### src/include/rti_pkg.sv
// Purpose: shared constants and types for the real-time clock timer and interrupt block
// Assumes: register port addresses are 8-bit, data is 8-bit
// Notes:   field layout of the interrupt/flag register mirrors the bit order of the struct
package rti_pkg;

	// register addresses
	localparam logic [7:0] RTI_ADDR_IRQ_FLAG_CTRL = 8'h01;
	localparam logic [7:0] RTI_ADDR_CD_VALUE      = 8'h0A;
	localparam logic [7:0] RTI_ADDR_CD_CTRL       = 8'h0E;

	// field positions in the interrupt/flag register
	localparam int RTI_BIT_MIN_EN    = 7;
	localparam int RTI_BIT_SEC_EN    = 6;
	localparam int RTI_BIT_TICK_FLAG = 5;
	localparam int RTI_BIT_PULSE_SEL = 4;
	localparam int RTI_BIT_CD_FLAG   = 2;
	localparam int RTI_BIT_CD_IRQ_EN = 0;

	// field positions in the countdown control register
	localparam int RTI_BIT_CD_RUN    = 7;
	localparam int RTI_CD_RSVD_HI    = 6;
	localparam int RTI_CD_RSVD_LO    = 2;

	// countdown source clock selections
	localparam logic [1:0] RTI_SRC_4096HZ = 2'h0;
	localparam logic [1:0] RTI_SRC_64HZ   = 2'h1;
	localparam logic [1:0] RTI_SRC_1HZ    = 2'h2;
	localparam logic [1:0] RTI_SRC_MINUTE = 2'h3;

	// reset values and countdown count constants
	localparam logic [7:0] RTI_IRQ_FLAG_CTRL_RST = 8'h00;
	localparam logic [7:0] RTI_CD_VALUE_RST      = 8'h00;
	localparam logic [1:0] RTI_CD_SRC_RST        = 2'h3;
	localparam logic [7:0] RTI_CD_CNT_ONE        = 8'h01;
	localparam logic [7:0] RTI_CD_CNT_ZERO       = 8'h00;

	// interrupt/flag register image, bit 7 first
	typedef struct packed {
		logic sixty_second_tick_en;
		logic one_second_tick_en;
		logic tick_flag;
		logic irq_pulse_select;
		logic alarm_flag;
		logic countdown_flag;
		logic alarm_irq_en;
		logic countdown_irq_en;
	} rti_irq_ctrl_t;

	// register write port
	typedef struct packed {
		logic       wr;
		logic [7:0] addr;
		logic [7:0] wdata;
	} rti_reg_req_t;

endpackage

### src/rti_timer.sv
// Purpose: countdown timer, second/minute tick interrupts and interrupt pin control
// Assumes: tick inputs are one-cycle pulses from the prescaler on clk_i
// Notes:   alarm source only enters the wired-OR; its flag logic lives elsewhere
`timescale 1ns/1ps

// Operation
// bit 7 of interrupt/flag register enables the once-per-minute source.
// bit 6 enables the once-per-second source, independent of minute.
// bit 5 tick flag sets on a periodic event, holds interrupt until cleared.
// bit 4 chooses level (0) or one pulse per event (1) interrupt.
// bit 2 countdown flag sets on countdown event, holds interrupt until cleared.
// bit 0 gates the countdown flag onto the interrupt output.
// timer control bit 7 runs the countdown when set, halts when clear.
// timer control bits 1:0 pick 4096 Hz, 64 Hz, 1 Hz or per-minute source.
// timer control bits 6:2 are reserved and read zero.
// countdown value is an 8-bit n; a period is n source ticks.
// periodic interrupt per minute, per second, or none, by enables.
// tick flag sets on minute increments or second increments as enabled; here minute increments are ignored while bit 6 is set.
// pulses are emitted even when the tick flag stays set.
// flag writes are ANDed: writing 1 keeps a flag, writing 0 clears it.
// count down from n; at 1 set flag and reload; n of 0 stops.
// periodic pulse lasts one 64 Hz period, ends early when flag cleared.
// interrupt pin is active low, a wired OR of all sources.
// level mode asserts on enabled tick flag or gated countdown flag.
module rti_timer
	import rti_pkg::*;
(
	input  wire logic       clk_i,
	input  wire logic       reset_n_i,
	input  wire logic       reg_wr_i,
	input  wire logic [7:0] reg_addr_i,
	input  wire logic [7:0] reg_wdata_i,
	output logic      [7:0] reg_rdata_o,
	input  wire logic       tick_4096hz_i,
	input  wire logic       tick_64hz_i,
	input  wire logic       tick_1hz_i,
	input  wire logic       tick_minute_i,
	input  wire logic       alarm_irq_i,
	input  wire logic       irq_pin_i,
	output logic            irq_pin_o,
	output logic            irq_pin_oe_o,
	output logic            int_n_o
);

	rti_reg_req_t  req;
	rti_irq_ctrl_t ctrl_ff, nxt_ctrl;
	logic [7:0]    cd_value_ff, nxt_cd_value;
	logic [7:0]    cd_cnt_ff, nxt_cd_cnt;
	logic          cd_run_ff, nxt_cd_run;
	logic [1:0]    cd_src_ff, nxt_cd_src;
	logic          tick_pulse_ff, nxt_tick_pulse;
	logic          cd_pulse_ff, nxt_cd_pulse;
	logic          int_n_ff, nxt_int_n;
	logic [7:0]    rdata_ff, nxt_rdata;
	logic          wr_ctrl, wr_cd_value, wr_cd_ctrl;
	logic          periodic_evt, cd_src_tick, cd_evt;
	logic          periodic_src, cd_irq_src, irq_active;
	logic          pin_unused;

	// address decode of the register write port
	assign req         = '{wr: reg_wr_i, addr: reg_addr_i, wdata: reg_wdata_i};
	assign wr_ctrl     = req.wr && (req.addr == RTI_ADDR_IRQ_FLAG_CTRL);
	assign wr_cd_value = req.wr && (req.addr == RTI_ADDR_CD_VALUE);
	assign wr_cd_ctrl  = req.wr && (req.addr == RTI_ADDR_CD_CTRL);
	assign pin_unused  = irq_pin_i; // pin level is not needed inside

	// periodic event: seconds win over minutes when both are enabled
	always_comb begin
		if (ctrl_ff.one_second_tick_en) begin
			periodic_evt = tick_1hz_i;
		end else begin
			periodic_evt = ctrl_ff.sixty_second_tick_en && tick_minute_i;
		end
	end

	// countdown source clock mux
	always_comb begin
		case (cd_src_ff)
			RTI_SRC_4096HZ: cd_src_tick = tick_4096hz_i;
			RTI_SRC_64HZ:   cd_src_tick = tick_64hz_i;
			RTI_SRC_1HZ:    cd_src_tick = tick_1hz_i;
			default:        cd_src_tick = tick_minute_i;
		endcase
	end

	// countdown end of period; a zero reload value keeps the timer still
	assign cd_evt = cd_run_ff && cd_src_tick && (cd_value_ff != RTI_CD_CNT_ZERO)
		&& (cd_cnt_ff <= RTI_CD_CNT_ONE) && !wr_cd_value;

	// control register and flags: set wins over the AND-clear of a write
	always_comb begin
		nxt_ctrl = ctrl_ff;
		if (wr_ctrl) begin
			nxt_ctrl.sixty_second_tick_en = req.wdata[RTI_BIT_MIN_EN];
			nxt_ctrl.one_second_tick_en   = req.wdata[RTI_BIT_SEC_EN];
			nxt_ctrl.irq_pulse_select     = req.wdata[RTI_BIT_PULSE_SEL];
			nxt_ctrl.countdown_irq_en     = req.wdata[RTI_BIT_CD_IRQ_EN];
			nxt_ctrl.tick_flag      = ctrl_ff.tick_flag && req.wdata[RTI_BIT_TICK_FLAG];
			nxt_ctrl.countdown_flag = ctrl_ff.countdown_flag && req.wdata[RTI_BIT_CD_FLAG];
		end
		nxt_ctrl.tick_flag      = nxt_ctrl.tick_flag || periodic_evt;
		nxt_ctrl.countdown_flag = nxt_ctrl.countdown_flag || cd_evt;
		nxt_ctrl.alarm_flag     = 1'b0;
		nxt_ctrl.alarm_irq_en   = 1'b0;
	end

	always_ff @(posedge clk_i) begin
		if (!reset_n_i) begin
			ctrl_ff <= rti_irq_ctrl_t'(RTI_IRQ_FLAG_CTRL_RST);
		end else begin
			ctrl_ff <= nxt_ctrl;
		end
	end

	// countdown value, counter and timer control
	always_comb begin
		nxt_cd_value = cd_value_ff;
		nxt_cd_cnt   = cd_cnt_ff;
		nxt_cd_run   = cd_run_ff;
		nxt_cd_src   = cd_src_ff;
		if (wr_cd_ctrl) begin
			nxt_cd_run = req.wdata[RTI_BIT_CD_RUN];
			nxt_cd_src = req.wdata[1:0];
		end
		if (wr_cd_value) begin
			nxt_cd_value = req.wdata; // new n takes effect at once
			nxt_cd_cnt   = req.wdata;
		end else if (cd_evt) begin
			nxt_cd_cnt = cd_value_ff; // reload for next period
		end else if (cd_run_ff && cd_src_tick && (cd_cnt_ff != RTI_CD_CNT_ZERO)) begin
			nxt_cd_cnt = cd_cnt_ff - RTI_CD_CNT_ONE;
		end
	end

	always_ff @(posedge clk_i) begin
		if (!reset_n_i) begin
			cd_value_ff <= RTI_CD_VALUE_RST;
			cd_cnt_ff   <= RTI_CD_VALUE_RST;
			cd_run_ff   <= 1'b0;
			cd_src_ff   <= RTI_CD_SRC_RST;
		end else begin
			cd_value_ff <= nxt_cd_value;
			cd_cnt_ff   <= nxt_cd_cnt;
			cd_run_ff   <= nxt_cd_run;
			cd_src_ff   <= nxt_cd_src;
		end
	end

	// pulse generators: start on event, end at next 64 Hz tick or flag clear
	always_comb begin
		nxt_tick_pulse = tick_pulse_ff;
		nxt_cd_pulse   = cd_pulse_ff;
		if (tick_64hz_i || !nxt_ctrl.tick_flag) begin
			nxt_tick_pulse = 1'b0;
		end
		if (tick_64hz_i || !nxt_ctrl.countdown_flag) begin
			nxt_cd_pulse = 1'b0;
		end
		if (periodic_evt) begin
			nxt_tick_pulse = 1'b1; // regardless of old flag
		end
		if (cd_evt) begin
			nxt_cd_pulse = 1'b1;
		end
	end

	always_ff @(posedge clk_i) begin
		if (!reset_n_i) begin
			tick_pulse_ff <= 1'b0;
			cd_pulse_ff   <= 1'b0;
		end else begin
			tick_pulse_ff <= nxt_tick_pulse;
			cd_pulse_ff   <= nxt_cd_pulse;
		end
	end

	// interrupt source combine, active low wired OR
	always_comb begin
		if (ctrl_ff.irq_pulse_select) begin
			periodic_src = tick_pulse_ff;
			cd_irq_src   = cd_pulse_ff;
		end else begin
			periodic_src = ctrl_ff.tick_flag
				&& (ctrl_ff.sixty_second_tick_en || ctrl_ff.one_second_tick_en);
			cd_irq_src   = ctrl_ff.countdown_flag;
		end
		irq_active = periodic_src || (ctrl_ff.countdown_irq_en && cd_irq_src)
			|| alarm_irq_i;
		nxt_int_n  = !irq_active;
	end

	// read data mux, reserved bits read zero
	always_comb begin
		case (req.addr)
			RTI_ADDR_IRQ_FLAG_CTRL: nxt_rdata = ctrl_ff;
			RTI_ADDR_CD_VALUE:      nxt_rdata = cd_cnt_ff; // current count, not n
			RTI_ADDR_CD_CTRL:       nxt_rdata = {cd_run_ff, 5'h00, cd_src_ff};
			default:                nxt_rdata = 8'h00;
		endcase
	end

	always_ff @(posedge clk_i) begin
		if (!reset_n_i) begin
			int_n_ff <= 1'b1;
			rdata_ff <= 8'h00;
		end else begin
			int_n_ff <= nxt_int_n;
			rdata_ff <= nxt_rdata;
		end
	end

	// open-drain pin: drive low only while active
	assign int_n_o      = int_n_ff;
	assign irq_pin_o    = 1'b0;
	assign irq_pin_oe_o = !int_n_ff;
	assign reg_rdata_o  = rdata_ff;
endmodule

### config.mk
export PLATFORM = sky130hd
export DESIGN_NAME = rti_timer
export DESIGN_NICKNAME = d
export VERILOG_FILES = /design/src/include/rti_pkg.sv /design/src/rti_timer.sv
export SDC_FILE = /design/constraint.sdc
export NUM_CORES = 1
export LEC_CHECK = 0
export ABC_CLOCK_PERIOD_IN_PS = 2280
export BUFFER_PORTS_ARGS = -buffer_cell sky130_fd_sc_hd__buf_2
export CORE_MARGIN = 3
export CORE_UTILIZATION = 45
export CTS_BUF_LIST = sky130_fd_sc_hd__clkbuf_2 sky130_fd_sc_hd__clkbuf_4 sky130_fd_sc_hd__clkbuf_8
export DETAILED_ROUTE_END_ITERATION = 6
export PLACE_DENSITY_LB_ADDON = 0.15
export SLEW_MARGIN = 20
export SYNTH_ARGS = -nofsm -noshare
export SYNTH_HDL_FRONTEND = slang
export SYNTH_SLANG_ARGS = --single-unit
export TNS_END_PERCENT = 30
### constraint.sdc
create_clock -name clk_i -period 2.28 [get_ports clk_i]
set_input_delay 0.456 -clock clk_i [delete_from_list [all_inputs] [get_ports clk_i]]
set_output_delay 0.456 -clock clk_i [all_outputs]
set_load 0.03 [all_outputs]
==> impl_summary.txt, run 1 <==
----------------------------------------------------
[Global routing]
  Global-route wire length before repair ... around 7.2 mm
  Vias in the first global route ... 1,515
  GRT Util Overall ... between 20% and 30%
  Global-route congestion overflow total ... 0
  Pin count of the biggest net entering global routing ... 19
  Number of antenna violations at the first check in global routing ... 0

[Detailed routing]
  Vias per cell ... 5.592
  Total via count after detailed routing ... about 1,600
  Number of routed nets with antenna violations ... 0
  Violation count after the first detailed-route iteration ... 98
  1st-pass router iterations ... 4
  Routed wirelength normalized by instance count ... between 10 and 15 um
  Number of design rule violations left after detail routing ... 0
  Total wirelength of the detailed-routed design ... ~4.4 mm

[Critical path]
  Crit path capture type ... flip-flop
  Critical Path, Cell by Cell ... or4_1 > o221a_1 > and3_4 > or4_1 > o211a_1
  WS Path Type ... reg -> reg
  Nature of the critical path startpoint ... flip-flop
  Most frequent cell on the critical path ... sky130_fd_sc_hd__or4_1
  Largest fanout on the critical path ... 12
  CP max stage cell ... sky130_fd_sc_hd__or4_1
  Required time at the endpoint of the critical path ... 2.47 ns
  Slowest cell delay on critical path ... approximately 0.53 ns
  Arrival time of the worst setup path ... roughly 2.3 ns

[Timing]
  Largest clock skew in the final design ... ~0.0068 ns
  Tightest hold margin ... 0.4056 ns
  Fmax ... between 400 and 500 MHz
  Worst rel slew slack ... 64.95%
  Minimum setup slack in the final design ... approximately 0.18 ns
  Endpoints failing setup ... 0
  Slew @ Worst Pin ... between 0.5 and 0.6 ns
  Setup TNS after final layout ... 0 ns
  Final Hold Viols ... 0
  Crit path time final ... 2.099 ns
  Setup repair after global routing missed its margin ... no
  Slew Limit Fails ... 0
  Final critical-path share of the clock period ... between 90 and 100%

[Power and ir drop]
  Maximum VDD drop ... 0.3299 mV
  Cell Pwr Density ... around 560 mW/mm^2
  Leak ... between 0.8 and 0.9 nW
  PnR Total Power ... between 1 and 1.5 mW

[Worst hold path]
  Type of the tightest min-delay check ... in -> reg

[Placement]
  Total cell area at the placement stage ... 0.001977 mm^2
  Routability cong. ... 0.8715
  Placed wire-length estimate after detailed placement ... ~3.3 mm
  Port buffer count ... 33
  Dpl ws ... 0.1895 ns
  Number of cells after detailed placement ... roughly 290

[Floorplan]
  Boundary pin count ... 36
  Initial Utilization ... between 40% and 50%
  Height of the chip ... 68.19 um
  Width of the die ... between 60 and 70 um
  Die Area ... 0.004650 mm^2
  Total number of placement rows ... 21
  Area of the placeable core ... 0.003521 mm^2

[Synth]
  Share of synthesized flip-flops with an asynchronous set or reset ... 0%
  Post-synthesis sequential element count ... 36
  Mapped Area ... ~0.0017 mm^2
  Top_reg_cell synth ... sky130_fd_sc_hd__dfxtp_1
  Simple-Gate Fraction of Synth Area ... around a quarter
  Top cells by area in the synthesized netlist ... sky130_fd_sc_hd__dfxtp_1 41%, sky130_fd_sc_hd__mux2i_1 6.3%, sky130_fd_sc_hd__nand2_1 6.3%
  Avg Synthesized Cell Area ... around 8.3 um^2
  Synthesized-area fraction occupied by xor and xnor cells ... 1.510%
  Number of warnings printed during yosys synthesis ... 0
  Netlist cell types ... 47
  Number of nets in the synthesized netlist ... 237
  Post-synth top area cell ... sky130_fd_sc_hd__dfxtp_1
  Sequential element share of the synthesized area ... roughly 41%
  Largest family of logic cells by synthesized area ... simple AND/OR/NAND/NOR gates
  Mapped Cells ... between 200 and 250
  Post-synth EDFFs ... 0
  Synth Area in Adders ... 1.438%
  Area share of the largest cell type after synthesis ... around two fifths
  Synth Area in Compound Gates ... between 10% and 20%
  Multiplexer area fraction after synthesis ... approximately 7.6%

[CTS]
  Post-CTS setup buffer count ... 0
  Number of gates resized after cts ... 0
  Clk slew on worst S/H paths ... ~0.07 ns
  Buffer cell driving the clock tree root ... sky130_fd_sc_hd__clkbuf_8
  CTS Sinks ... 36
  Clk buf depth ... 2
  H-tree levels ... 2
  Hold-fix buffer count after cts ... 0
  Clock tree from TritonCTS ... yes
  Worst skew pair latency ... just under 0.3 ns
  Total CTS buffers ... 5

[Final layout]
  ANT cells ... 0
  Final core utilization ... 58.64%
  Area of all placed cells without fillers ... roughly 0.0021 mm^2
  Final non-filler cell total ... 294
  Number of nets in the finished design ... around 270
  Share of cells above drive strength 1 ... between 20 and 25%
  Layout Area Growth over Synthesis ... 18.62%

[Job]
  Number of maximum-capacitance violations ... 0

[Status]
  Status ... completed

----------------------------------------------------
-- logic make-up (layout without fill, tap and decap cells) --
group | Yosys count | count (layout)
AND/OR/NAND/NOR | 86 | 86
AO/OA/AOI/OAI | 53 | 53
flip-flops | 36 | 36
buffers and inverters | 16 | 54
multiplexers | 13 | 13
XOR/XNOR | 3 | 3
adder cells (fa/ha/maj) | 2 | 2
other | 1 | 1
-- where the power goes --
part	switching (mW)	leakage (nW)	total (mW)	internal [mW]
combinational	0.0431	0.541	0.0698	0.0266
sequential	0.00115	0.290	0.631	0.630
clock	0.240	0.0479	0.453	0.213
-- path summary, 6_finish.rpt --
| check | startpoint | end | slack (ns) | cells past startpoint |
|---|---|---|---|---|
| worst max-delay path | cd_value_ff[4] | cd_cnt_ff[6] | 0.18 | 5 |
| worst min-delay path | reg_wdata_i[3] | cd_value_ff[3] | 0.41 | 3 |
| worst max register to register | cd_value_ff[4] | cd_cnt_ff[6] | 0.18 | 5 |
| worst min register to register | cd_value_ff[3] | cd_value_ff[3] | 0.47 | 2 |
-- layout by cell type, fill, tap and decap left out, types with 9 or more instances in the layout --
| cell | Yosys | layout |
|---|---|---|
| sky130_fd_sc_hd__a21oi_1 | 18 | 18 |
| sky130_fd_sc_hd__nand2_1 | 29 | 29 |
| sky130_fd_sc_hd__nand3_1 | 10 | 10 |
| sky130_fd_sc_hd__buf_4 | 2 | 9 |
| sky130_fd_sc_hd__dfxtp_1 | 36 | 36 |
| sky130_fd_sc_hd__mux2i_1 | 11 | 11 |
| sky130_fd_sc_hd__o21ai_0 | 9 | 9 |
| sky130_fd_sc_hd__nor2_1 | 21 | 21 |
| sky130_fd_sc_hd__buf_2 | 1 | 33 |
-- cell usage after synthesis, types with 3 or more instances --
master	instances
sky130_fd_sc_hd__nand2_1	29
sky130_fd_sc_hd__or4_1	3
sky130_fd_sc_hd__clkbuf_1	8
sky130_fd_sc_hd__and3_1	4
sky130_fd_sc_hd__nand4_1	3
sky130_fd_sc_hd__a22oi_1	5
sky130_fd_sc_hd__nor3_1	3
sky130_fd_sc_hd__inv_1	3
sky130_fd_sc_hd__dfxtp_1	36
sky130_fd_sc_hd__a211oi_1	3
sky130_fd_sc_hd__a21oi_1	18
sky130_fd_sc_hd__o22ai_1	3
sky130_fd_sc_hd__o21ai_0	9
sky130_fd_sc_hd__nor2_1	21
sky130_fd_sc_hd__nand3_1	10
sky130_fd_sc_hd__mux2i_1	11
sky130_fd_sc_hd__o21ai_1	3
-- state kept, by name (all words and copies together), names as in the netlist --
register       cells
tick_pulse_ff      1
cd_src_ff          2
reg_rdata_o        8
cd_pulse_ff        1
cd_run_ff          1
ctrl_ff            6
cd_value_ff        8
int_n_o            1
cd_cnt_ff          8
-- routing by layer --
metal / wire length (um) / track usage (%)
met1: 2041 / 27.69
met2: 2002 / 32.01
met3: 286 / 5.911
met4: 63 / 8.933
met5: 0 / 0
-- cell type report --
cell class / count / area (um^2)
fill: 351 / 1456
multi-input combinational: 158 / 950.9
clock inverter: 3 / 18.77
sequential: 36 / 720.7
timing repair buffer: 42 / 232.7
clock buffer: 5 / 68.82
tap: 46 / 57.56
inverter: 4 / 15.01
-- worst max-delay path: cells and delay by family (launching register included) --
kind | cells | cell delay, ns
flip-flops | 1 | 0.33
AO/OA/AOI/OAI | 2 | 0.42
AND/OR/NAND/NOR | 3 | 1.24
Power figures use the tool's default switching activity.
==> run 2, diff against run 1 <==
MAX_ROUTING_LAYER = met4   (was not set)
PLACE_DENSITY_LB_ADDON = 0.05   (was 0.15)
==> run 2 against run 1 <==
  * Combinational power decreased by 2%
  * Critical path depth unchanged
  * First-iteration DRC count increased by 13%
  * Die area unchanged
  * Non-clock buffer count decreased by 2
  * Sequential share of layout area decreased by 0.36 points
  * Hold slack improved by 0.0067 ns
  * Wire length increased by 1.5%
  * Sequential power about the same
  * Core utilization increased by 0.60 points
==> impl_summary.txt, run 2 (synthesis gave the netlist of run 1 again) <==
----------------------------------------------------
[Global routing]
  Pin count of the biggest net entering global routing ... 22 (was 19)
  GRT Util Overall ... 22.07% (was 21.02%)
  Vias in the first global route ... 1,626 (was 1,515)
  Global-route wire length before repair ... 7.514 mm (was 7.217 mm)
  Number of antenna violations at the first check in global routing ... 0 (unchanged)
  Global-route congestion overflow total ... 0 (unchanged)

[Final layout]
  Final core utilization ... 59.24% (was 58.64%)
  ANT cells ... 0 (unchanged)
  Number of nets in the finished design ... 272 (was 274)
  Total of fill cells in the finished design ... 354 (was 351)
  Highest-count cells in the layout ignoring fill and taps ... 36 x sky130_fd_sc_hd__dfxtp_1, 33 x sky130_fd_sc_hd__buf_2, 29 x sky130_fd_sc_hd__nand2_1, 21 x sky130_fd_sc_hd__nor2_1, 18 x sky130_fd_sc_hd__a21oi_1 (unchanged)
  Layout Area Growth over Synthesis ... 19.84% (was 18.62%)
  Total area of sequential cells ... 720.7 um^2 (unchanged)
  Leading cell type in the layout, fill and taps excluded ... sky130_fd_sc_hd__dfxtp_1 (unchanged)
  Area of combinational cells with multiple inputs ... 950.9 um^2 (unchanged)
  Share of cells above drive strength 1 ... 21.54% (was 22.18%)

[Critical path]
  Worst setup slack for register-to-register paths ... 0.19 ns (was 0.18 ns)
  Crit path capture type ... flip-flop (unchanged)
  Path depth of the worst reg2reg path ... 5 (unchanged)
  Largest fanout on the critical path ... 12 (unchanged)
  Critical register-to-register path endpoint ... cd_cnt_ff[6] (unchanged)
  CP Launch Point ... cd_value_ff[3] (was cd_value_ff[4])
  WS Path Type ... reg -> reg (unchanged)
  Arrival time of the worst setup path ... 2.28 ns (was 2.29 ns)
  Nature of the critical path startpoint ... flip-flop (unchanged)
  Capture point of the critical path ... cd_cnt_ff[6] (unchanged)
  Reg2reg start ... cd_value_ff[3] (was cd_value_ff[4])
  Required time at the endpoint of the critical path ... 2.47 ns (about the same)

[Detailed routing]
  Vias per cell ... 5.682 (was 5.592)
  Routed wirelength normalized by instance count ... 15.28 um (was 14.95 um)
  Total via count after detailed routing ... 1,659 (was 1,644)
  Number of routed nets with antenna violations ... 0 (unchanged)
  Number of design rule violations left after detail routing ... 0 (unchanged)
  Violation count after the first detailed-route iteration ... 111 (was 98)
  Total wirelength of the detailed-routed design ... 4.462 mm (was 4.394 mm)
  1st-pass router iterations ... 4 (unchanged)

[CTS]
  Clock tree from TritonCTS ... yes (unchanged)
  CTS Sinks ... 36 (unchanged)
  Post-CTS setup buffer count ... 0 (unchanged)
  Clk slew on worst S/H paths ... 0.08 ns (was 0.07 ns)
  Number of gates resized after cts ... 0 (unchanged)
  Total CTS buffers ... 5 (unchanged)
  Clk buf depth ... 2 (unchanged)
  H-tree levels ... 2 (unchanged)
  Buffer cell driving the clock tree root ... sky130_fd_sc_hd__clkbuf_8 (unchanged)
  Worst skew pair latency ... 0.29 ns (about the same)
  Hold-fix buffer count after cts ... 0 (unchanged)

[Timing]
  Endpoints failing setup ... 0 (unchanged)
  Slew @ Worst Pin ... 0.5916 ns (was 0.5234 ns)
  Final Hold Viols ... 0 (unchanged)
  Largest clock skew in the final design ... 0.007920 ns (was 0.006772 ns)
  Tightest hold margin ... 0.4123 ns (was 0.4056 ns)
  Slew Limit Fails ... 0 (unchanged)
  Setup repair after global routing missed its margin ... no (unchanged)
  Fmax ... 477.5 MHz (was 476.5 MHz)
  Crit path time final ... 2.094 ns (was 2.099 ns)
  Minimum setup slack in the final design ... 0.1859 ns (was 0.1813 ns)
  Final critical-path share of the clock period ... 91.85% (was 92.05%)
  Worst rel slew slack ... 60.38% (was 64.95%)
  Setup TNS after final layout ... 0 ns (unchanged)

[Placement]
  Routability cong. ... 0.9110 (was 0.8715)
  Placed wire-length estimate after detailed placement ... 3.294 mm (was 3.260 mm)
  Dpl ws ... 0.1885 ns (was 0.1895 ns)
  Port buffer count ... 33 (unchanged)

[Floorplan]
  Width of the die ... 68.19 um (unchanged)
  Boundary pin count ... 36 (unchanged)
  Height of the chip ... 68.19 um (unchanged)
  Die Area ... 0.004650 mm^2 (unchanged)
  Total number of placement rows ... 21 (unchanged)
  Area of the placeable core ... 0.003521 mm^2 (unchanged)
  Initial Utilization ... 49.43% (unchanged)

[Worst hold path]
  Type of the tightest min-delay check ... in -> reg (unchanged)
  Instance count along the most critical hold path ... 3 (unchanged)

[Power and ir drop]
  PnR Total Power ... 1.261 mW (was 1.154 mW)
  Cell Pwr Density ... 604.5 mW/mm^2 (was 559.0 mW/mm^2)
  Maximum VDD drop ... 0.3335 mV (was 0.3299 mV)
  Leak ... 0.8764 nW (was 0.8790 nW)

[Status]
  Status ... completed (unchanged)

[Job]
  Number of maximum-capacitance violations ... 0 (unchanged)

----------------------------------------------------
==> run 2: cell types whose count changed in the layout (fill, tap and decap cells not counted) <==
cell,before,now
sky130_fd_sc_hd__buf_12,0,1
sky130_fd_sc_hd__buf_4,9,6
sky130_fd_sc_hd__bufinv_16,0,1
sky130_fd_sc_hd__clkinv_2,2,1
sky130_fd_sc_hd__clkinv_4,1,0
sky130_fd_sc_hd__clkinvlp_4,0,1
==> run 2: layer usage <==
| layer | global-route usage, % | vias to the layer above | share of wire, % |
|---|---|---|---|
| met5 | - | - | 0 |
| met4 | 8.933 | 0 | 1.7 |
| met2 | 34.18 | 59 | 45 |
| li1 | - | 832 | - |
| met3 | 4.269 | 8 | 6.0 |
| met1 | 28.21 | 760 | 47 |
==> run 2: layout make-up <==
class	count	share of cell area, %
flip-flops and latches	36	34.55
clock buffers	5	3.299
multi-input cells	158	45.59
well taps	46	2.759
clock inverters	3	2.040
inverters	4	0.7199
repair buffers	40	11.04
==> run 2: stage by stage <==
stage	cell area (um^2)	std cells
finish	2086	292
global route	2086	292
CTS	2086	292
detailed placement	1974	284
global placement	1974	284
floorplan	1740	210
==> run 2: how the worst min path moves through the flow <==
stage | start | to | slack [ns]
2_1_floorplan | cd_value_ff[2] | cd_value_ff[2] | 0.44
3_3_place_gp | cd_value_ff[3] | cd_value_ff[3] | 0.46
3_5_place_dp | cd_value_ff[4] | cd_value_ff[4] | 0.47
4_1_cts | reg_wdata_i[1] | cd_src_ff[1] | 0.41
5_1_grt | reg_wdata_i[1] | cd_value_ff[1] | 0.44
6_report | reg_wdata_i[1] | cd_src_ff[1] | 0.41
==> run 2: report_power, final <==
group	switching, mW	leakage, nW	internal (mW)
clock network	0.238	0.0541	0.323
registers	0.00127	0.290	0.630
logic	0.0432	0.532	0.0252
==> run 2: worst max-delay path: stages (launching register included) <==
cell	delay, ns
sky130_fd_sc_hd__dfxtp_1	0.33
sky130_fd_sc_hd__or4_1	0.54
sky130_fd_sc_hd__o221a_1	0.28
sky130_fd_sc_hd__and3_4	0.25
sky130_fd_sc_hd__or4_1	0.47
sky130_fd_sc_hd__o211a_1	0.13
==> run 3, diff against run 2 <==
GPL_TIMING_DRIVEN = 0   (was not set)
SETUP_SLACK_MARGIN = 0.3   (was not set)
==> run 3 against run 2 <==
  * Fmax is 3.6% higher
  * Total power is 1.2% higher
  * Clock skew is 0.0030 ns lower
  * Sequential cell count stayed put
  * Wire length is 5.9% higher
  * Design area is 2.0% higher
  * Largest power group unchanged
==> impl_summary.txt, run 3 (synthesis gave the netlist of run 1 again) <==
----------------------------------------------------
[Global routing]
  GRT Util Overall ... 23.41% (was 22.07%)
  Global-route wire length before repair ... 7.679 mm (was 7.514 mm)
  Number of antenna violations at the first check in global routing ... 0 (unchanged)
  Global-route congestion overflow total ... 0 (unchanged)
  Vias in the first global route ... 1,580 (was 1,626)
  Pin count of the biggest net entering global routing ... 12 (was 22)

[Critical path]
  Slowest cell delay on critical path ... 0.53 ns (was 0.54 ns)
  CP Launch Point ... cd_value_ff[6] (was cd_value_ff[3])
  CP max stage cell ... sky130_fd_sc_hd__or4_4 (was sky130_fd_sc_hd__or4_1)
  Crit path buf inv count ... 0 (unchanged)
  Critical register-to-register path endpoint ... cd_cnt_ff[6] (unchanged)
  Required time at the endpoint of the critical path ... 2.47 ns (about the same)
  Critical Path, Cell by Cell ... or4_4 > o221a_1 > and3_4 > or4_1 > o211a_1 (was or4_1 > o221a_1 > and3_4 > or4_1 > o211a_1)
  WS Path Type ... reg -> reg (unchanged)
  Reg2reg start ... cd_value_ff[6] (was cd_value_ff[3])
  Crit path capture type ... flip-flop (unchanged)
  Capture point of the critical path ... cd_cnt_ff[6] (unchanged)
  Cell class contributing the biggest share of worst-path delay ... simple AND/OR/NAND/NOR gates (unchanged)
  Arrival time of the worst setup path ... 2.21 ns (was 2.28 ns)
  Nature of the critical path startpoint ... flip-flop (unchanged)
  Stages on the worst setup path ... 5 (unchanged)
  Path depth of the worst reg2reg path ... 5 (unchanged)
  Largest fanout on the critical path ... 3 (was 12)
  Worst setup slack for register-to-register paths ... 0.26 ns (was 0.19 ns)

[Final layout]
  Number of nets in the finished design ... 277 (was 272)
  Final non-filler cell total ... 297 (was 292)
  Total of fill cells in the finished design ... 350 (was 354)
  Highest-count cells in the layout ignoring fill and taps ... 34 x sky130_fd_sc_hd__buf_2, 32 x sky130_fd_sc_hd__dfxtp_1, 29 x sky130_fd_sc_hd__nand2_1, 21 x sky130_fd_sc_hd__nor2_1, 18 x sky130_fd_sc_hd__a21oi_1 (was 36 x sky130_fd_sc_hd__dfxtp_1, 33 x sky130_fd_sc_hd__buf_2, 29 x sky130_fd_sc_hd__nand2_1, 21 x sky130_fd_sc_hd__nor2_1, 18 x sky130_fd_sc_hd__a21oi_1)
  Leading cell type in the layout, fill and taps excluded ... sky130_fd_sc_hd__buf_2 (was sky130_fd_sc_hd__dfxtp_1)
  ANT cells ... 0 (unchanged)
  Layout Area Growth over Synthesis ... 22.21% (was 19.84%)
  Share of cells above drive strength 1 ... 23.51% (was 21.54%)

[Timing]
  Slew Limit Fails ... 0 (unchanged)
  Fmax ... 494.5 MHz (was 477.5 MHz)
  Endpoints failing setup ... 0 (unchanged)
  Final critical-path share of the clock period ... 88.69% (was 91.85%)
  Final Hold Viols ... 0 (unchanged)
  Worst rel slew slack ... 63.17% (was 60.38%)
  Slew @ Worst Pin ... 0.5524 ns (was 0.5916 ns)
  Tightest hold margin ... 0.4051 ns (was 0.4123 ns)
  Setup TNS after final layout ... 0 ns (unchanged)
  Crit path time final ... 2.022 ns (was 2.094 ns)
  Largest clock skew in the final design ... 0.004872 ns (was 0.007920 ns)
  Setup repair after global routing missed its margin ... yes (was no)

[Power and ir drop]
  Int Pwr ... 992.0 uW (was 978.5 uW)
  Maximum VDD drop ... 0.4246 mV (was 0.3335 mV)
  Sequential share of power ... 49.4% (was 50.1%)
  Share of power burned in the clock network ... 44.8% (was 44.5%)
  Cell Pwr Density ... 599.6 mW/mm^2 (was 604.5 mW/mm^2)
  Switch share ... 22.23% (was 22.40%)
  Switching power total ... 283.5 uW (was 282.4 uW)
  Gate power share ... 5.8% (was 5.4%)
  Leak ... 0.8914 nW (was 0.8764 nW)

[Placement]
  Routability cong. ... 0.8176 (was 0.9110)
  Placed wire-length estimate after detailed placement ... 3.430 mm (was 3.294 mm)
  Number of cells after detailed placement ... 288 (was 284)
  Port buffer count ... 32 (was 33)

[Detailed routing]
  Total via count after detailed routing ... 1,678 (was 1,659)
  Metal2 WL ... 2.106 mm (was 2.010 mm)
  Number of design rule violations left after detail routing ... 0 (unchanged)
  Met1 Wirelength ... 2.225 mm (was 2.108 mm)
  Total wirelength of the detailed-routed design ... 4.727 mm (was 4.462 mm)
  Violation count after the first detailed-route iteration ... 95 (was 111)
  Vias per cell ... 5.650 (was 5.682)
  1st-pass router iterations ... 4 (unchanged)
  Number of routed nets with antenna violations ... 0 (unchanged)
  Top sig layer ... met4 (unchanged)
  WL met3 ... 294 um (was 267 um)
  Routed wirelength normalized by instance count ... 15.92 um (was 15.28 um)

[Floorplan]
  Height of the chip ... 68.19 um (unchanged)
  Boundary pin count ... 36 (unchanged)
  Initial Utilization ... 49.43% (unchanged)
  Width of the die ... 68.19 um (unchanged)
  Total number of placement rows ... 21 (unchanged)
  Die Area ... 0.004650 mm^2 (unchanged)
  Area of the placeable core ... 0.003521 mm^2 (unchanged)

[CTS]
  CTS Sinks ... 36 (unchanged)
  Hold-fix buffer count after cts ... 0 (unchanged)
  Clk buf depth ... 2 (unchanged)
  Clk slew on worst S/H paths ... 0.07 ns (was 0.08 ns)
  H-tree levels ... 2 (unchanged)
  Worst skew pair latency ... 0.29 ns (about the same)
  Total CTS buffers ... 5 (unchanged)
  Clock tree from TritonCTS ... yes (unchanged)
  Buffer cell driving the clock tree root ... sky130_fd_sc_hd__clkbuf_8 (unchanged)

[Worst hold path]
  Type of the tightest min-delay check ... in -> reg (unchanged)

[Job]
  Number of maximum-capacitance violations ... 0 (unchanged)

[Status]
  Status ... completed (unchanged)

----------------------------------------------------
[run 3: worst min path at each step]
stage | from | to | slack (ns) | cells past startpoint
after floorplan | cd_value_ff[2] | cd_value_ff[2] | 0.44 | 2
after global placement | cd_value_ff[5] | cd_value_ff[5] | 0.46 | 2
after detailed placement | cd_value_ff[3] | cd_value_ff[3] | 0.47 | 2
after CTS | reg_wdata_i[3] | cd_value_ff[3] | 0.39 | 3
after global routing | reg_wdata_i[1] | cd_src_ff[1] | 0.43 | 3
final | reg_wdata_i[3] | cd_value_ff[3] | 0.41 | 3
[run 3: layout make-up]
type / count / area [um^2] / area share, %
clock inverters: 2 / 35.03 / 1.647
flip-flops and latches: 36 / 728.2 / 34.24
multi-input cells: 158 / 988.4 / 46.47
inverters: 4 / 15.01 / 0.7059
clock buffers: 6 / 76.32 / 3.588
well taps: 46 / 57.56 / 2.706
repair buffers: 33 / 167.7 / 7.882
plain buffers: 12 / 58.81 / 2.765
[run 3: power groups by stage]
stage	clock network (mW)	registers, mW	logic, mW
4_1_cts	0.579	0.631	0.0713
6_report	0.572	0.630	0.0739
3_3_place_gp	0	0.646	0.0704
3_5_place_dp	0	0.646	0.0704
5_1_grt	0.608	0.630	0.0810
2_1_floorplan	0	0.648	0.0306
[run 3: through the flow]
stage	setup slack (ns)	utilization [%]	power [mW]	instance area, um^2
6_report	0.2579	60.41	1.275	2127
5_1_grt	0.2238	60.41	1.319	2127
4_1_cts	0.2739	59.74	1.281	2103
3_5_place_dp	-0.1384	55.61	0.7161	1958
3_3_place_gp	-0.1146	55.61	0.7160	1958
2_1_floorplan	0.3073	-	0.6781	1740
[run 3: worst min-delay path, stage by stage]
cell and delay (ns):
sky130_fd_sc_hd__buf_2 0.10, sky130_fd_sc_hd__nand2_1 0.05, sky130_fd_sc_hd__a21oi_1 0.05
[run 3: what timing repair did]
action | CTS | global route
pin swaps | 2 | 0
gates resized for setup | 10 | 6
setup buffers | 1 | 0
setup endpoints to repair | 11 | 10
cloned | 0 | 0
[run 3: routing by layer]
metal  track usage [%]  up-vias
li1                  -      844
met1             30.11      764
met2             35.86       59
met3             5.911       11
met4             7.692        0
met5                 -        -
